[src/logic/apcb_pkg.sv]
package apcb_pkg;

  // Register bus geometry
  localparam int unsigned ADDR_W = 16;
  localparam int unsigned DATA_W = 8;

  // Register offsets
  localparam logic [15:0] OFS_MCLK_CTRL   = 16'h1009;
  localparam logic [15:0] OFS_PDN_TWO     = 16'h1102;
  localparam logic [15:0] OFS_OSC_CTRL    = 16'h1107;
  localparam logic [15:0] OFS_OSC_STAT    = 16'h1109;
  localparam logic [15:0] OFS_MCLK_SRC    = 16'h1201;
  localparam logic [15:0] OFS_PULSE_LOW   = 16'h1203;
  localparam logic [15:0] OFS_PULSE_HIGH  = 16'h1204;
  localparam logic [15:0] OFS_PERIOD_LOW  = 16'h1205;
  localparam logic [15:0] OFS_PERIOD_HIGH = 16'h1206;
  localparam logic [15:0] OFS_PORT_CLK    = 16'h1207;
  localparam logic [15:0] OFS_RX_STAT     = 16'h1210;
  localparam logic [15:0] OFS_RX_SLOT     = 16'h2501;
  localparam logic [15:0] OFS_RX_ISOC     = 16'h2502;

  // Values after reset
  localparam logic [7:0] RST_MCLK_CTRL = 8'h00;
  localparam logic [7:0] RST_PDN_TWO   = 8'h9C;
  localparam logic [7:0] RST_OSC_CTRL  = 8'h00;
  localparam logic [7:0] RST_MCLK_SRC  = 8'h00;
  localparam logic [7:0] RST_PULSE     = 8'h01;
  localparam logic [7:0] RST_PERIOD_LO = 8'hFF;
  localparam logic [7:0] RST_PERIOD_HI = 8'h00;
  localparam logic [7:0] RST_PORT_CLK  = 8'h00;
  localparam logic [7:0] RST_RX_SLOT   = 8'h04;
  localparam logic [7:0] RST_RX_ISOC   = 8'h00;

  // Field positions
  localparam int unsigned BIT_RATE_SEL     = 1;
  localparam int unsigned BIT_REFERENCE_FILTER_NODE_CLAMP   = 4;
  localparam int unsigned BIT_CONV_OVR     = 3;
  localparam int unsigned BIT_PORT_PDN     = 2;
  localparam int unsigned BIT_PLAY_PWR_N   = 1;
  localparam int unsigned BIT_CAPT_PWR_N   = 0;
  localparam int unsigned BIT_CLK_PRESENT  = 0;
  localparam int unsigned BIT_STAT_RC_ON   = 1;
  localparam int unsigned BIT_STAT_EXT_SEL = 0;
  localparam int unsigned BIT_MCLK_SRC     = 0;
  localparam int unsigned BIT_BCLK_EN      = 5;
  localparam int unsigned BIT_HYBRID       = 4;
  localparam int unsigned BIT_SCPOL_ADC    = 3;
  localparam int unsigned BIT_SCPOL_DAC    = 2;
  localparam int unsigned BIT_LCPOL_OUT    = 1;
  localparam int unsigned BIT_LCPOL_IN     = 0;
  localparam int unsigned BIT_RX_RSYNC     = 4;

  // Cycle counts, slot shift and sample width
  localparam int unsigned RATE_DIV      = 256;
  localparam logic [3:0]  RC_OFF_CYCLES = 4'hF;
  localparam int unsigned SLOT_SHIFT    = 6;
  localparam int unsigned SAMPLE_W      = 24;

  // Oscillator switch states
  typedef enum logic [1:0] {
    OSC_RC   = 2'b00,
    OSC_WAIT = 2'b01,
    OSC_EXT  = 2'b10,
    OSC_OFF  = 2'b11
  } apcb_osc_t;

endpackage : apcb_pkg

[src/logic/apcb_fifo_if.sv]
`timescale 1ns/100ps
`default_nettype none
interface apcb_fifo_if #(parameter int unsigned W = 25);
  logic         in_valid;
  logic         in_ready;
  logic [W-1:0] in_data;
  logic         out_valid;
  logic         out_ready;
  logic [W-1:0] out_data;

  modport src (output in_valid, input in_ready, output in_data,
               input out_valid, output out_ready, input out_data);
  modport buf_side (input in_valid, output in_ready, input in_data,
                    output out_valid, input out_ready, output out_data);
endinterface : apcb_fifo_if
`default_nettype wire

[src/logic/apcb_fifo.sv]
`timescale 1ns/100ps
`default_nettype none
module apcb_fifo #(
  parameter int unsigned W = 25,
  parameter int unsigned D = 8
) (
  input  wire logic   sys_clk,
  input  wire logic   rst_n,
  apcb_fifo_if.buf_side f
);
  localparam int unsigned PW = $clog2(D);
  localparam int unsigned CW = $clog2(D + 1);

  logic [W-1:0]  mem_reg [D];
  logic [PW-1:0] wptr_reg;
  logic [PW-1:0] rptr_reg;
  logic [CW-1:0] cnt_reg;
  logic          push;
  logic          pop;

  // Honest full: ready only while the store has room
  assign f.in_ready = (cnt_reg != CW'(D));
  assign push       = f.in_valid && f.in_ready;
  assign pop        = (cnt_reg != '0) && (!f.out_valid || f.out_ready);

  // Storage write
  always_ff @(posedge sys_clk)
  begin
    if (push)
      mem_reg[wptr_reg] <= f.in_data;
  end

  // Pointers and fill level
  always_ff @(posedge sys_clk or negedge rst_n)
  begin
    if (!rst_n)
    begin
      wptr_reg <= '0;
      rptr_reg <= '0;
      cnt_reg  <= '0;
    end
    else
    begin
      if (push)
        wptr_reg <= (wptr_reg == PW'(D - 1)) ? '0 : wptr_reg + 1'b1;
      if (pop)
        rptr_reg <= (rptr_reg == PW'(D - 1)) ? '0 : rptr_reg + 1'b1;
      if (push && !pop)
        cnt_reg <= cnt_reg + 1'b1;
      else if (pop && !push)
        cnt_reg <= cnt_reg - 1'b1;
    end
  end

  // Registered read stage
  always_ff @(posedge sys_clk or negedge rst_n)
  begin
    if (!rst_n)
    begin
      f.out_valid <= 1'b0;
      f.out_data  <= '0;
    end
    else if (pop)
    begin
      f.out_valid <= 1'b1;
      f.out_data  <= mem_reg[rptr_reg];
    end
    else if (f.out_ready)
      f.out_valid <= 1'b0;
  end
endmodule : apcb_fifo
`default_nettype wire

[src/logic/apcb_port.sv]
// Overview of operation
// - Converters up when override, port-down clear
// - Discharge bit clamps reference filter node
// - Clock-present write moves core to bit clock
// - Status shows oscillator power and clock source
// - Rate select gives master clock over 256
// - Source zero: bit clock pin, divide one
// - Frame period in bit clocks, two bytes
// - Frame high time from pulse-width bytes
// - Zero config: clock off, normal, frame input
// - Sync zero default, isochronous 00 native
// - Two-bit slot positions for channels B, A
//
// Our own choice: strobed register access.
`timescale 1ns/100ps
`default_nettype none
module apcb_port #(
  parameter int unsigned FIFO_DEPTH = 8
) (
  input  wire logic        sys_clk,
  input  wire logic        rst_n,
  input  wire logic [15:0] reg_addr,
  input  wire logic [7:0]  reg_wdata,
  input  wire logic        reg_wr,
  input  wire logic        reg_rd,
  output logic      [7:0]  reg_rdata,
  input  wire logic        bit_clk,
  input  wire logic        frame_clk_in,
  output logic             frame_clk_out,
  output logic             frame_clk_oe,
  input  wire logic        serial_data,
  output logic             core_clk_ext,
  output logic             rc_osc_on,
  output logic             playback_on,
  output logic             capture_on,
  output logic             filter_clamp,
  output logic             rate_tick,
  output logic             port_clk_on,
  output logic             rx_valid,
  input  wire logic        rx_ready,
  output logic      [24:0] rx_data
);
  localparam int unsigned WORD_W = apcb_pkg::SAMPLE_W + 1;

  // Register storage
  logic [7:0] mclk_ctrl_reg, pdn_two_reg, osc_ctrl_reg, mclk_src_reg;
  logic [7:0] pulse_lo_reg, pulse_hi_reg, period_lo_reg, period_hi_reg;
  logic [7:0] port_clk_reg, rx_slot_reg, rx_isoc_reg;
  logic       overflow_reg;
  logic [3:0] hit;

  // Receive and timing state
  apcb_pkg::apcb_osc_t osc_state_reg;
  logic [3:0]  settle_reg;
  logic        bclk_d_reg, frame_d_reg, frame_pend_reg;
  logic [15:0] pos_reg;
  logic [1:0]  mdiv_reg;
  logic [7:0]  rate_cnt_reg;
  logic [apcb_pkg::SAMPLE_W-1:0] shift_reg;
  logic        push_reg;
  logic [WORD_W-1:0] push_word_reg;

  // Decoded controls
  logic        port_up, rx_run, bit_tick, frame_edge, frame_start, mclk_tick;
  logic        bclk_pol, frame_lvl, hybrid, drop;
  logic [15:0] period, width, spos;
  logic [1:0]  slot;
  logic [5:0]  bit_in_slot;

  apcb_fifo_if #(.W(WORD_W)) rxf ();

  // Address decode shared by write and read
  function automatic logic [3:0] reg_index(input logic [15:0] a);
    unique case (a)
      apcb_pkg::OFS_MCLK_CTRL:   reg_index = 4'h1;
      apcb_pkg::OFS_PDN_TWO:     reg_index = 4'h2;
      apcb_pkg::OFS_OSC_CTRL:    reg_index = 4'h3;
      apcb_pkg::OFS_OSC_STAT:    reg_index = 4'h4;
      apcb_pkg::OFS_MCLK_SRC:    reg_index = 4'h5;
      apcb_pkg::OFS_PULSE_LOW:   reg_index = 4'h6;
      apcb_pkg::OFS_PULSE_HIGH:  reg_index = 4'h7;
      apcb_pkg::OFS_PERIOD_LOW:  reg_index = 4'h8;
      apcb_pkg::OFS_PERIOD_HIGH: reg_index = 4'h9;
      apcb_pkg::OFS_PORT_CLK:    reg_index = 4'hA;
      apcb_pkg::OFS_RX_STAT:     reg_index = 4'hB;
      apcb_pkg::OFS_RX_SLOT:     reg_index = 4'hC;
      apcb_pkg::OFS_RX_ISOC:     reg_index = 4'hD;
      default:                   reg_index = 4'h0;
    endcase
  endfunction : reg_index

  assign hit = reg_index(reg_addr);

  // Control field decode
  assign port_up  = !pdn_two_reg[apcb_pkg::BIT_CONV_OVR]
                    && !pdn_two_reg[apcb_pkg::BIT_PORT_PDN];
  assign hybrid   = port_clk_reg[apcb_pkg::BIT_HYBRID];
  assign bclk_pol = bit_clk ^ port_clk_reg[apcb_pkg::BIT_SCPOL_DAC];
  assign bit_tick = bclk_pol && !bclk_d_reg;
  assign frame_lvl  = frame_clk_in ^ port_clk_reg[apcb_pkg::BIT_LCPOL_IN];
  assign frame_edge = frame_lvl && !frame_d_reg;
  assign period = {period_hi_reg, period_lo_reg};
  assign width  = {pulse_hi_reg, pulse_lo_reg};
  assign frame_start = bit_tick && (hybrid ? (pos_reg >= period) : frame_pend_reg);
  assign rx_run = port_up && port_clk_reg[apcb_pkg::BIT_BCLK_EN] && core_clk_ext
                  && (rx_isoc_reg[1:0] == 2'b00);
  assign spos = pos_reg - {15'h0000, rx_isoc_reg[apcb_pkg::BIT_RX_RSYNC]};
  assign slot        = spos[apcb_pkg::SLOT_SHIFT+1:apcb_pkg::SLOT_SHIFT];
  assign bit_in_slot = spos[apcb_pkg::SLOT_SHIFT-1:0];
  assign mclk_tick = bit_tick && !mclk_src_reg[apcb_pkg::BIT_MCLK_SRC]
                     && (mdiv_reg == mclk_src_reg[2:1]);
  assign drop = push_reg && !rxf.in_ready;

  // Software writes
  always_ff @(posedge sys_clk or negedge rst_n)
  begin
    if (!rst_n)
    begin
      mclk_ctrl_reg <= apcb_pkg::RST_MCLK_CTRL;
      pdn_two_reg   <= apcb_pkg::RST_PDN_TWO;
      osc_ctrl_reg  <= apcb_pkg::RST_OSC_CTRL;
      mclk_src_reg  <= apcb_pkg::RST_MCLK_SRC;
      pulse_lo_reg  <= apcb_pkg::RST_PULSE;
      pulse_hi_reg  <= 8'h00;
      period_lo_reg <= apcb_pkg::RST_PERIOD_LO;
      period_hi_reg <= apcb_pkg::RST_PERIOD_HI;
      port_clk_reg  <= apcb_pkg::RST_PORT_CLK;
      rx_slot_reg   <= apcb_pkg::RST_RX_SLOT;
      rx_isoc_reg   <= apcb_pkg::RST_RX_ISOC;
    end
    else if (reg_wr)
    begin
      unique case (hit)
        4'h1: mclk_ctrl_reg <= reg_wdata;
        4'h2: pdn_two_reg   <= reg_wdata;
        4'h3: osc_ctrl_reg  <= reg_wdata;
        4'h5: mclk_src_reg  <= reg_wdata;
        4'h6: pulse_lo_reg  <= reg_wdata;
        4'h7: pulse_hi_reg  <= reg_wdata;
        4'h8: period_lo_reg <= reg_wdata;
        4'h9: period_hi_reg <= reg_wdata;
        4'hA: port_clk_reg  <= reg_wdata;
        4'hC: rx_slot_reg   <= reg_wdata;
        4'hD: rx_isoc_reg   <= reg_wdata;
        default: ;
      endcase
    end
  end

  // Read data, one cycle after the strobe
  always_ff @(posedge sys_clk or negedge rst_n)
  begin
    if (!rst_n)
      reg_rdata <= 8'h00;
    else if (reg_rd)
    begin
      unique case (hit)
        4'h1: reg_rdata <= mclk_ctrl_reg;
        4'h2: reg_rdata <= pdn_two_reg;
        4'h3: reg_rdata <= osc_ctrl_reg;
        4'h4: reg_rdata <= {6'h00, rc_osc_on, core_clk_ext};
        4'h5: reg_rdata <= mclk_src_reg;
        4'h6: reg_rdata <= pulse_lo_reg;
        4'h7: reg_rdata <= pulse_hi_reg;
        4'h8: reg_rdata <= period_lo_reg;
        4'h9: reg_rdata <= period_hi_reg;
        4'hA: reg_rdata <= port_clk_reg;
        4'hB: reg_rdata <= {6'h00, !rxf.in_ready, overflow_reg};
        4'hC: reg_rdata <= rx_slot_reg;
        4'hD: reg_rdata <= rx_isoc_reg;
        default: reg_rdata <= 8'h00;
      endcase
    end
  end

  // Sticky overflow, cleared by read; a new drop wins
  always_ff @(posedge sys_clk or negedge rst_n)
  begin
    if (!rst_n)
      overflow_reg <= 1'b0;
    else if (drop)
      overflow_reg <= 1'b1;
    else if (reg_rd && hit == 4'hB)
      overflow_reg <= 1'b0;
  end

  // Power, clamp and port-clock outputs
  always_ff @(posedge sys_clk or negedge rst_n)
  begin
    if (!rst_n)
    begin
      playback_on  <= 1'b0;
      capture_on   <= 1'b0;
      filter_clamp <= 1'b0;
      port_clk_on  <= 1'b0;
    end
    else
    begin
      playback_on  <= port_up && pdn_two_reg[apcb_pkg::BIT_PLAY_PWR_N];
      capture_on   <= port_up && pdn_two_reg[apcb_pkg::BIT_CAPT_PWR_N];
      filter_clamp <= pdn_two_reg[apcb_pkg::BIT_REFERENCE_FILTER_NODE_CLAMP];
      port_clk_on  <= port_clk_reg[apcb_pkg::BIT_BCLK_EN];
    end
  end

  // Core clock move from internal oscillator to bit clock
  always_ff @(posedge sys_clk or negedge rst_n)
  begin
    if (!rst_n)
    begin
      osc_state_reg <= apcb_pkg::OSC_RC;
      settle_reg    <= 4'h0;
      core_clk_ext  <= 1'b0;
      rc_osc_on     <= 1'b1;
    end
    else if (!osc_ctrl_reg[apcb_pkg::BIT_CLK_PRESENT])
    begin
      osc_state_reg <= apcb_pkg::OSC_RC;
      core_clk_ext  <= 1'b0;
      rc_osc_on     <= 1'b1;
    end
    else
    begin
      unique case (osc_state_reg)
        apcb_pkg::OSC_RC: osc_state_reg <= apcb_pkg::OSC_WAIT;
        apcb_pkg::OSC_WAIT:
          if (bit_tick)
          begin
            osc_state_reg <= apcb_pkg::OSC_EXT;
            core_clk_ext  <= 1'b1;
            settle_reg    <= 4'h0;
          end
        apcb_pkg::OSC_EXT:
          if (settle_reg == apcb_pkg::RC_OFF_CYCLES)
          begin
            osc_state_reg <= apcb_pkg::OSC_OFF;
            rc_osc_on     <= 1'b0;
          end
          else
            settle_reg <= settle_reg + 1'b1;
        apcb_pkg::OSC_OFF: osc_state_reg <= apcb_pkg::OSC_OFF;
      endcase
    end
  end

  // Master clock divider and internal sample-rate tick
  always_ff @(posedge sys_clk or negedge rst_n)
  begin
    if (!rst_n)
    begin
      mdiv_reg     <= 2'b00;
      rate_cnt_reg <= 8'h00;
      rate_tick    <= 1'b0;
    end
    else
    begin
      if (bit_tick)
        mdiv_reg <= (mdiv_reg == mclk_src_reg[2:1]) ? 2'b00 : mdiv_reg + 1'b1;
      rate_tick <= 1'b0;
      if (!mclk_ctrl_reg[apcb_pkg::BIT_RATE_SEL])
        rate_cnt_reg <= 8'h00;
      else if (mclk_tick)
      begin
        rate_cnt_reg <= rate_cnt_reg + 1'b1;
        rate_tick    <= (rate_cnt_reg == 8'(apcb_pkg::RATE_DIV - 1));
      end
    end
  end

  // Bit position within the frame
  always_ff @(posedge sys_clk or negedge rst_n)
  begin
    if (!rst_n)
    begin
      bclk_d_reg     <= 1'b0;
      frame_d_reg    <= 1'b0;
      frame_pend_reg <= 1'b0;
      pos_reg        <= 16'h0000;
    end
    else
    begin
      bclk_d_reg  <= bclk_pol;
      frame_d_reg <= frame_lvl;
      if (frame_edge)
        frame_pend_reg <= 1'b1;
      else if (bit_tick)
        frame_pend_reg <= 1'b0;
      if (frame_start)
        pos_reg <= 16'h0000;
      else if (bit_tick && pos_reg != 16'hFFFF)
        pos_reg <= pos_reg + 1'b1;
    end
  end

  // Frame clock drive in hybrid mode, input otherwise
  always_ff @(posedge sys_clk or negedge rst_n)
  begin
    if (!rst_n)
    begin
      frame_clk_out <= 1'b0;
      frame_clk_oe  <= 1'b0;
    end
    else
    begin
      frame_clk_oe  <= hybrid;
      frame_clk_out <= ((pos_reg < width) || (pos_reg == 16'h0000))
                       ^ port_clk_reg[apcb_pkg::BIT_LCPOL_OUT];
    end
  end

  // Slot capture for channels A and B
  always_ff @(posedge sys_clk or negedge rst_n)
  begin
    if (!rst_n)
    begin
      shift_reg     <= '0;
      push_reg      <= 1'b0;
      push_word_reg <= '0;
    end
    else
    begin
      push_reg <= 1'b0;
      if (bit_tick && rx_run && bit_in_slot < 6'(apcb_pkg::SAMPLE_W)
          && (slot == rx_slot_reg[1:0] || slot == rx_slot_reg[3:2]))
      begin
        shift_reg <= {shift_reg[apcb_pkg::SAMPLE_W-2:0], serial_data};
        if (bit_in_slot == 6'(apcb_pkg::SAMPLE_W - 1))
        begin
          push_reg      <= 1'b1;
          push_word_reg <= {slot != rx_slot_reg[1:0],
                            shift_reg[apcb_pkg::SAMPLE_W-2:0], serial_data};
        end
      end
    end
  end

  // Sample buffer toward the user side
  assign rxf.in_valid  = push_reg;
  assign rxf.in_data   = push_word_reg;
  assign rxf.out_ready = rx_ready;
  assign rx_valid      = rxf.out_valid;
  assign rx_data       = rxf.out_data;

  apcb_fifo #(.W(WORD_W), .D(FIFO_DEPTH)) u_fifo (
    .sys_clk (sys_clk),
    .rst_n   (rst_n),
    .f       (rxf)
  );

  // Checks
  a_conv_power_up: assert property (@(posedge sys_clk) disable iff (!rst_n)
    (pdn_two_reg[4:0] == 5'h03) |=> (playback_on && capture_on))
    else $error("converters not powered up");
  a_filter_clamp: assert property (@(posedge sys_clk) disable iff (!rst_n)
    $past(rst_n) |-> (filter_clamp == $past(pdn_two_reg[apcb_pkg::BIT_REFERENCE_FILTER_NODE_CLAMP])))
    else $error("clamp does not follow discharge bit");
  a_clk_switch: assert property (@(posedge sys_clk) disable iff (!rst_n)
    (osc_state_reg == apcb_pkg::OSC_WAIT && osc_ctrl_reg[0] && bit_tick) |=> core_clk_ext)
    else $error("core clock did not move to bit clock");
  a_osc_status: assert property (@(posedge sys_clk) disable iff (!rst_n)
    (reg_rd && hit == 4'h4) |=> (reg_rdata == {6'h00, $past(rc_osc_on), $past(core_clk_ext)}))
    else $error("oscillator status read wrong");
  a_rate_tick: assert property (@(posedge sys_clk) disable iff (!rst_n)
    rate_tick |-> (mclk_ctrl_reg[apcb_pkg::BIT_RATE_SEL] && $past(rate_cnt_reg) == 8'hFF))
    else $error("rate tick not at 256 master clocks");
  a_mclk_div_one: assert property (@(posedge sys_clk) disable iff (!rst_n)
    (bit_tick && mclk_src_reg[2:0] == 3'b000) |-> mclk_tick)
    else $error("bit clock not used as master clock");
  a_frame_wrap: assert property (@(posedge sys_clk) disable iff (!rst_n)
    (hybrid && bit_tick && pos_reg == period) |=> (pos_reg == 16'h0000))
    else $error("frame period not honoured");
  a_frame_input: assert property (@(posedge sys_clk) disable iff (!rst_n)
    (port_clk_reg == 8'h00) |=> (!frame_clk_oe && !port_clk_on))
    else $error("zero config drives frame clock or bit clock");
  a_rx_native: assert property (@(posedge sys_clk) disable iff (!rst_n)
    (rx_isoc_reg[1:0] != 2'b00) |=> !push_reg)
    else $error("capture outside native mode");
endmodule : apcb_port
`default_nettype wire

[config.mk]
export PLATFORM = sky130hd
export DESIGN_NAME = apcb_port
export DESIGN_NICKNAME = d
export VERILOG_FILES = /design/src/logic/apcb_pkg.sv /design/src/logic/apcb_fifo_if.sv /design/src/logic/apcb_fifo.sv /design/src/logic/apcb_port.sv
export SDC_FILE = /design/constraint.sdc
export NUM_CORES = 1
export LEC_CHECK = 0
export BUFFER_PORTS_ARGS = -buffer_cell sky130_fd_sc_hd__buf_2
export CAP_MARGIN = 20
export CORE_ASPECT_RATIO = 1.75
export CORE_UTILIZATION = 40
export CTS_CLUSTER_DIAMETER = 150
export CTS_CLUSTER_SIZE = 12
export DETAILED_ROUTE_END_ITERATION = 10
export GPL_TIMING_DRIVEN = 0
export MAX_ROUTING_LAYER = met4
export SLEW_MARGIN = 0
export SYNTH_ARGS = -nofsm -noshare
export SYNTH_HDL_FRONTEND = slang
export SYNTH_SLANG_ARGS = --single-unit
export TNS_END_PERCENT = 5
[constraint.sdc]
create_clock -name sys_clk -period 2.8 [get_ports sys_clk]
set_input_delay 0.56 -clock sys_clk [delete_from_list [all_inputs] [get_ports sys_clk]]
set_output_delay 0.56 -clock sys_clk [all_outputs]
set_load 0.05 [all_outputs]
==> impl_summary.log, run 1 <==
[metrics] ratio of cells with drive above 1 in the final layout: 0.2922
[metrics] Avg WL per Cell: 21.58 µm
[metrics] Filler Cell Count: 3,998
[metrics] number of maximum-capacitance violations: 0
[metrics] CTS Buffer Depth: 3
[metrics] number of hold-slack violations in the final timing report: 0
[metrics] total power density per cell area: 621.8 nW/µm²
[metrics] FF-to-FF setup slack: 0.02 ns
[metrics] distinct cell type count after synthesis: 73
[metrics] Period minus WS final: 2.786 ns
[metrics] violated checks: design-rule violations
[metrics] initial detailed-routing violation count: 607
[metrics] flip-flop count of the largest register after layout: 200
[metrics] sink count of the clock tree: 426
[metrics] ratio of routed vias to standard cells: 5.465
[metrics] DRT antenna net count: 0
[metrics] async set-reset flop share out of synthesis: 0.5305
[metrics] count of mapped cells out of synthesis: 1,285
[metrics] initial core utilization: 0.4061
[metrics] Rel. slew slack: 0.3182
[metrics] sequential fraction of the synthesis area: 0.6227
[metrics] leakage dissipation: 0.008195 µW
[metrics] Ys Warns: 0
[metrics] final standard cell count with taps included and fillers excluded: 2,052
[metrics] fin util: 0.4745
[metrics] final-layout setup total negative slack: 0 ns
[metrics] die width: 165.7 µm
[metrics] Vias: 11,210
[metrics] via count of the first global-routing pass: 11,840
[metrics] worst voltage drop across the vdd grid: 0.3755 mV
[metrics] synthesized flop and latch total: 426
[metrics] result of the run: complete, but fails checks
[metrics] total number of placement rows: 104
[metrics] Inserted Clock Buffers: 41
[metrics] routability cong.: 0.8825
[metrics] Arr. time, crit path: 3.25 ns
[metrics] total wirelength of the detailed-routed design: 44,280 µm
[metrics] Detailed Place HPWL: 31,140 µm
[metrics] placeable core region: 46,190 µm²
[metrics] htree depth: 2
[metrics] commonest cells after routing, fill and taps aside: sky130_fd_sc_hd__dfrtp_1 (206), sky130_fd_sc_hd__edfxtp_1 (200), sky130_fd_sc_hd__mux2_2 (107)
[metrics] total of buffers placed on input and output ports: 71
[metrics] wire length of the first global-routing pass: 68,950 µm
[metrics] Die Y-Extent: 288.5 µm
[metrics] total routing resource utilization after global routing: 0.1959
[metrics] Final Setup Violations: 0
[metrics] nets: 1,513
[metrics] RSZ-0062 raised after global routing: true
[metrics] count of unresolved DRC violations after routing: 18
[metrics] worst hold path type: in2reg
[metrics] maximum fanout count along the critical path: 10
[metrics] Syn Std Cell Area: 18,760 µm²
[metrics] total overflow reported by the global router: 0
[metrics] initial antenna violation count: 1
[metrics] total die area: 47,800 µm²
[metrics] largest net degree at the start of global routing: 99
[metrics] Pre-antenna DRT Iters: 8
[metrics] number of instances in the placed design: 1,953
[metrics] leading cell type in the layout, fill and taps excluded: sky130_fd_sc_hd__dfrtp_1
[metrics] element type at the critical path start: primary input
[metrics] worst-margin pin slew: 1.020 ns
[metrics] clock skew after layout: 0.01255 ns
[metrics] part of the cycle the worst path needs: 0.9950
[metrics] clock latency on the worst-skew pair: 0.54 ns
[metrics] area taken by flip-flops and latches: 11,690 µm²
[metrics] syn nets: 1,362
[metrics] P&R area growth vs syn: 16.85%
[metrics] CTS tree: built
[metrics] mean area per synthesized cell: 14.60 µm²
[metrics] top achievable clock speed: 358.9 MHz
[metrics] crit end category: flop
[metrics] classification of the worst setup path: in2reg
[metrics] required time at the worst-slack endpoint: 3.27 ns
[metrics] number of synthesized flops with an enable pin: 200
[metrics] multi-input gate area in the final layout: 6933 µm²
[metrics] most frequently used flop master after synthesis: sky130_fd_sc_hd__dfrtp_1
[metrics] fin. max-slew vios: 0
[metrics] clock slew at the register clock pins of the worst setup and hold paths: 0.06 ns
[metrics] clock tree root buffer cell: sky130_fd_sc_hd__clkbuf_16
[metrics] total I/O pin count: 75
==> cell usage after synthesis, drive strengths merged, types with 15 or more instances <==
library cell  count  area, µm²
dfrtp           211       5280
edfxtp          200       6006
mux2            141       1648
a21oi            75      375.4
nor2             62      232.7
mux4             50       1126
inv              49      183.9
ha               44      550.5
nand2            39      161.4
clkbuf           38      142.6
o21ai            32      160.2
mux2i            30      300.3
nand3            27      135.1
xor2             24      210.2
buf              23      122.6
nor3             18      112.6
a22oi            16      120.1
nand4            16      100.1
dfstp            15      394.1
==> path summary, 6_finish.rpt <==
check,startpoint,endpoint,cells after the start
max,reg_addr[0],period_lo_reg[1]$_DFFE_PN1P_,9
min,rx_ready,u_fifo.f.out_valid$_DFFE_PN0P_,2
max reg2reg,pos_reg[4]$_DFFE_PN0P_,shift_reg[8]$_DFFE_PN0P_,12
min reg2reg,pdn_two_reg[4]$_DFFE_PN1P_,filter_clamp$_DFF_PN0_,0
max in group asynchronous,rst_n,pdn_two_reg[3]$_DFFE_PN1P_,3
min in group asynchronous,rst_n,shift_reg[17]$_DFFE_PN0P_,2
==> per-layer routing <==
metal  wire length [µm]  up-vias  track usage  share of wire
met5                  0        -            -              0
met2              24770      259       0.3697           0.56
li1                   -     5161            -              -
met1              15660     5673       0.1968           0.35
met3               1451      121      0.02220          0.033
met4               2401        0       0.1068          0.054
==> where the power goes <==
group	internal [µW]	leakage (µW)	switching [µW]
clock	2760	0.000555	2300
combinational	748	0.00334	1110
sequential	6600	0.00430	101
==> timing repair <==
action                                 4_1_cts  5_1_grt
endpoints found under the hold margin       59        0
pin swaps                                    8       14
hold buffers                                 1        0
resized for setup                           50       36
cloned                                       1        0
setup endpoints to repair                  111       94
setup buffers                               23        4
==> logic make-up after synthesis <==
group                    after synthesis  share of synthesized area
AO/OA/AOI/OAI                        189                    0.06490
flip-flops                           426                     0.6227
buffers and inverters                110                    0.02395
adder cells (fa/ha/maj)               45                    0.03042
multiplexers                         221                     0.1639
AND/OR/NAND/NOR                      256                    0.07644
XOR/XNOR                              38                    0.01774
==> stage by stage <==
step	hold slack (ns)	cell area (µm²)	setup WS, ns	total power (µW)
2_1_floorplan	0.2644	18760	-0.2588	8032
3_3_place_gp	0.4032	19850	-3.072	8614
3_5_place_dp	0.4038	20230	-0.9208	8649
4_1_cts	0.1971	21830	-0.1099	13830
5_1_grt	0.2117	21920	-0.09310	14200
6_report	0.2187	21920	0.01386	13630
==> critical path, cell delays in order <==
cell                        delay, ns
sky130_fd_sc_hd__buf_2           0.09
sky130_fd_sc_hd__clkbuf_1        0.37
sky130_fd_sc_hd__nor2_1          0.15
sky130_fd_sc_hd__o2bb2ai_1       0.19
sky130_fd_sc_hd__a221oi_1        0.32
sky130_fd_sc_hd__clkbuf_1        0.47
sky130_fd_sc_hd__and3_1          0.24
sky130_fd_sc_hd__clkbuf_1        0.47
sky130_fd_sc_hd__mux2_2          0.40
==> cell type report <==
type / instances / area share
antenna: 1 / 0.0001142
buffer: 57 / 0.01387
clock buffer: 72 / 0.05212
clock inverter: 3 / 0.001199
inverter: 49 / 0.008391
multi-input combinational: 749 / 0.3163
sequential: 426 / 0.5332
tap: 583 / 0.03328
timing repair buffer: 112 / 0.04156
Note: power is estimated with default switching activity, not from simulation.
==> inputs of run 2 (changes only) <==
- BUFFER_PORTS_ARGS: -buffer_cell sky130_fd_sc_hd__buf_2 -> -buffer_cell sky130_fd_sc_hd__buf_4
==> run 2 against run 1 <==
The run ends with design-rule violations, negative setup slack left. Via count increased by 1.1%. Critical path depth down 1. First-iteration DRC count down 19%. Die area did not move. Worst setup slack worse by 0.19 ns. Utilization rose by 0.61 points.
==> impl_summary.log, run 2 (synthesis results as in run 1) <==
[metrics] initial antenna violation count: 0 (-1)
[metrics] total die area: 47,800 µm² (unchanged)
[metrics] DRT antenna net count: 0 (unchanged)
[metrics] capture endpoint of the worst hold path: u_fifo.f.out_valid$_DFFE_PN0P_
[metrics] total I/O pin count: 75 (unchanged)
[metrics] reg-to-reg critical path startpoint: pos_reg[3]$_DFFE_PN0P_
[metrics] count of unresolved DRC violations after routing: 16 (-2)
[metrics] total wirelength of the detailed-routed design: 44,500 µm (+0.49%)
[metrics] violated checks: design-rule violations, negative setup slack
[metrics] flip-flop count of the largest register after layout: 200 (unchanged)
[metrics] ratio of routed vias to standard cells: 5.516 (+0.94%)
[metrics] ANT cells: 0 (-1)
[metrics] number of hold-slack violations in the final timing report: 0 (unchanged)
[metrics] worst voltage drop across the vdd grid: 0.3755 mV (about the same)
[metrics] Final Setup Violations: 61 (+61)
[metrics] depth of the most critical reg-to-reg path: 12 (unchanged)
[metrics] worst hold path type: in2reg
[metrics] maximum fanout count along the critical path: 9 (-1)
[metrics] sink count of the clock tree: 426 (unchanged)
[metrics] clock tree root buffer cell: sky130_fd_sc_hd__clkbuf_16
[metrics] die width: 165.7 µm (unchanged)
[metrics] required time at the worst-slack endpoint: 3.24 ns (-0.03 ns)
[metrics] Vias: 11,340 (+1.1%)
[metrics] initial detailed-routing violation count: 494 (-19%)
[metrics] total of buffers placed on input and output ports: 71 (unchanged)
[metrics] worst-margin pin slew: 1.074 ns (+0.05424 ns)
[metrics] htree depth: 2 (unchanged)
[metrics] total power density per cell area: 621.2 nW/µm² (about the same)
[metrics] leading cell type in the layout, fill and taps excluded: sky130_fd_sc_hd__dfrtp_1
[metrics] fin util: 0.4806 (+0.006095)
[metrics] Arr. time, crit path: 3.41 ns (+0.16 ns)
[metrics] Rel. slew slack: 0.2819 (-0.03625)
[metrics] Pre-antenna DRT Iters: 8 (unchanged)
[metrics] Detailed Place HPWL: 30,740 µm (-1.3%)
[metrics] largest net degree at the start of global routing: 101 (+2.0%)
[metrics] result of the run: complete, but fails checks
[metrics] initial core utilization: 0.4061 (unchanged)
[metrics] element type at the critical path start: primary input
[metrics] instance count along the most critical hold path: 2 (unchanged)
[metrics] Worst Min Path Start: rx_ready
[metrics] total overflow reported by the global router: 0 (unchanged)
[metrics] top achievable clock speed: 336.0 MHz (-6.4%)
[metrics] commonest cells after routing, fill and taps aside: sky130_fd_sc_hd__dfrtp_1 (206), sky130_fd_sc_hd__edfxtp_1 (200), sky130_fd_sc_hd__mux2_2 (106)
[metrics] Avg WL per Cell: 21.64 µm (+0.30%)
[metrics] multi-input gate area in the final layout: 6945 µm² (+0.18%)
[metrics] crit end category: flop
[metrics] classification of the worst setup path: in2reg
[metrics] nets: 1,517 (+0.26%)
[metrics] ratio of cells with drive above 1 in the final layout: 0.2967 (+0.004439)
[metrics] Inserted Clock Buffers: 41 (unchanged)
[metrics] total number of placement rows: 104 (unchanged)
[metrics] total routing resource utilization after global routing: 0.1958 (about the same)
[metrics] clock slew at the register clock pins of the worst setup and hold paths: 0.06 ns (about the same)
[metrics] number of maximum-capacitance violations: 0 (unchanged)
[metrics] r2r endpoint: shift_reg[21]$_DFFE_PN0P_
[metrics] leakage dissipation: 0.008329 µW (+1.6%)
[metrics] P&R area growth vs syn: 18.35%
[metrics] wire length of the first global-routing pass: 69,120 µm (+0.24%)
[metrics] fin. max-slew vios: 0 (unchanged)
[metrics] final worst-path setup slack: -0.1760 ns (-0.1898 ns)
[metrics] final standard cell count with taps included and fillers excluded: 2,056 (+0.19%)
[metrics] Die Y-Extent: 288.5 µm (unchanged)
[metrics] RSZ-0062 raised after global routing: true
[metrics] CTS tree: built
[metrics] clock skew after layout: 0.01745 ns (+0.004899 ns)
[metrics] area taken by flip-flops and latches: 11,690 µm² (unchanged)
[metrics] part of the cycle the worst path needs: 1.063 (+0.06780)
[metrics] placeable core region: 46,190 µm² (unchanged)
[metrics] Period minus WS final: 2.976 ns (+0.1898 ns)
[metrics] CTS Buffer Depth: 3 (unchanged)
[metrics] number of instances in the placed design: 1,953 (unchanged)
[metrics] routability cong.: 0.8803 (-0.25%)
[metrics] via count of the first global-routing pass: 11,920 (+0.68%)
[metrics] FF-to-FF setup slack: -0.10 ns (-0.12 ns)
[metrics] clock latency on the worst-skew pair: 0.56 ns (+0.02 ns)
[metrics] Filler Cell Count: 4,010 (+0.30%)
==> run 2: critical path: stages <==
cell and delay [ns]:
sky130_fd_sc_hd__buf_4 0.11, sky130_fd_sc_hd__or3b_1 0.49, sky130_fd_sc_hd__or3_1 0.49, sky130_fd_sc_hd__nor3_2 0.38, sky130_fd_sc_hd__a21oi_1 0.22, sky130_fd_sc_hd__nor3_4 0.55
sky130_fd_sc_hd__nand2_4 0.26, sky130_fd_sc_hd__mux2_4 0.35
==> run 2: worst max-delay path by stage <==
| stage | start | end | slack [ns] | depth (start not counted) |
|---|---|---|---|---|
| finish | reg_addr[10] | pulse_lo_reg[4]$_DFFE_PN0P_ | -0.18 | 8 |
| global route | pos_reg[3]$_DFFE_PN0P_ | shift_reg[21]$_DFFE_PN0P_ | -0.19 | 12 |
| CTS | reg_addr[10] | pulse_lo_reg[4]$_DFFE_PN0P_ | -0.1 | 8 |
| detailed placement | reg_addr[10] | pulse_hi_reg[4]$_DFFE_PN0P_ | -0.93 | 8 |
| global placement | u_fifo.cnt_reg[0]$_DFFE_PN0P_ | u_fifo.mem_reg[1][10]$_DFFE_PP_ | -2.37 | 6 |
| floorplan | u_fifo.cnt_reg[0]$_DFFE_PN0P_ | u_fifo.mem_reg[1][0]$_DFFE_PP_ | -0.26 | 6 |
==> run 2: repair_timing <==
action,CTS,global route
hold buffers,1,0
pin swaps,10,10
gates resized for setup,39,52
gates cloned,0,2
buffers inserted,20,8
hold endpoints to repair,48,0
setup endpoints to repair,112,109
==> run 2: routing by layer <==
| layer | routed length, µm | GRT usage | up-vias |
|---|---|---|---|
| li1 | - | - | 5167 |
| met1 | 15960 | 0.1988 | 5792 |
| met2 | 25050 | 0.3757 | 267 |
| met3 | 1383 | 0.02124 | 115 |
| met4 | 2100 | 0.08855 | 0 |
| met5 | 0 | - | - |
==> run 2: stage by stage <==
| stage | area (µm²) | setup WS [ns] | setup TNS (ns) | power [µW] | hold slack, ns |
|---|---|---|---|---|---|
| after global placement | 20030 | -2.367 | -440.83 | 8629 | 0.4029 |
| final | 22200 | -0.1760 | -3.664 | 13790 | 0.1984 |
| after detailed placement | 20400 | -0.9286 | -70.60 | 8671 | 0.4042 |
| after floorplan | 18760 | -0.2588 | -11.44 | 8032 | 0.2644 |
| after CTS | 21930 | -0.09941 | -0.9998 | 13950 | 0.1732 |
| after global routing | 22200 | -0.1905 | -9.482 | 14370 | 0.1822 |
==> run 2: final cells by class <==
type | instances | share of cell area
Sequential cell | 426 | 0.5264
Multi-Input combinational cell | 749 | 0.3129
Clock buffer | 73 | 0.05258
Timing Repair Buffer | 115 | 0.05039
Tap cell | 583 | 0.03286
Buffer | 58 | 0.01460
Inverter | 49 | 0.008285
Clock inverter | 3 | 0.002029
==> run 2: power by group <==
part	total, µW	switching, µW	internal (µW)	leakage [µW]
Sequential	6720	116	6600	0.00430
Combinational	1890	1110	784	0.00345
Clock	5180	2340	2840	0.000575
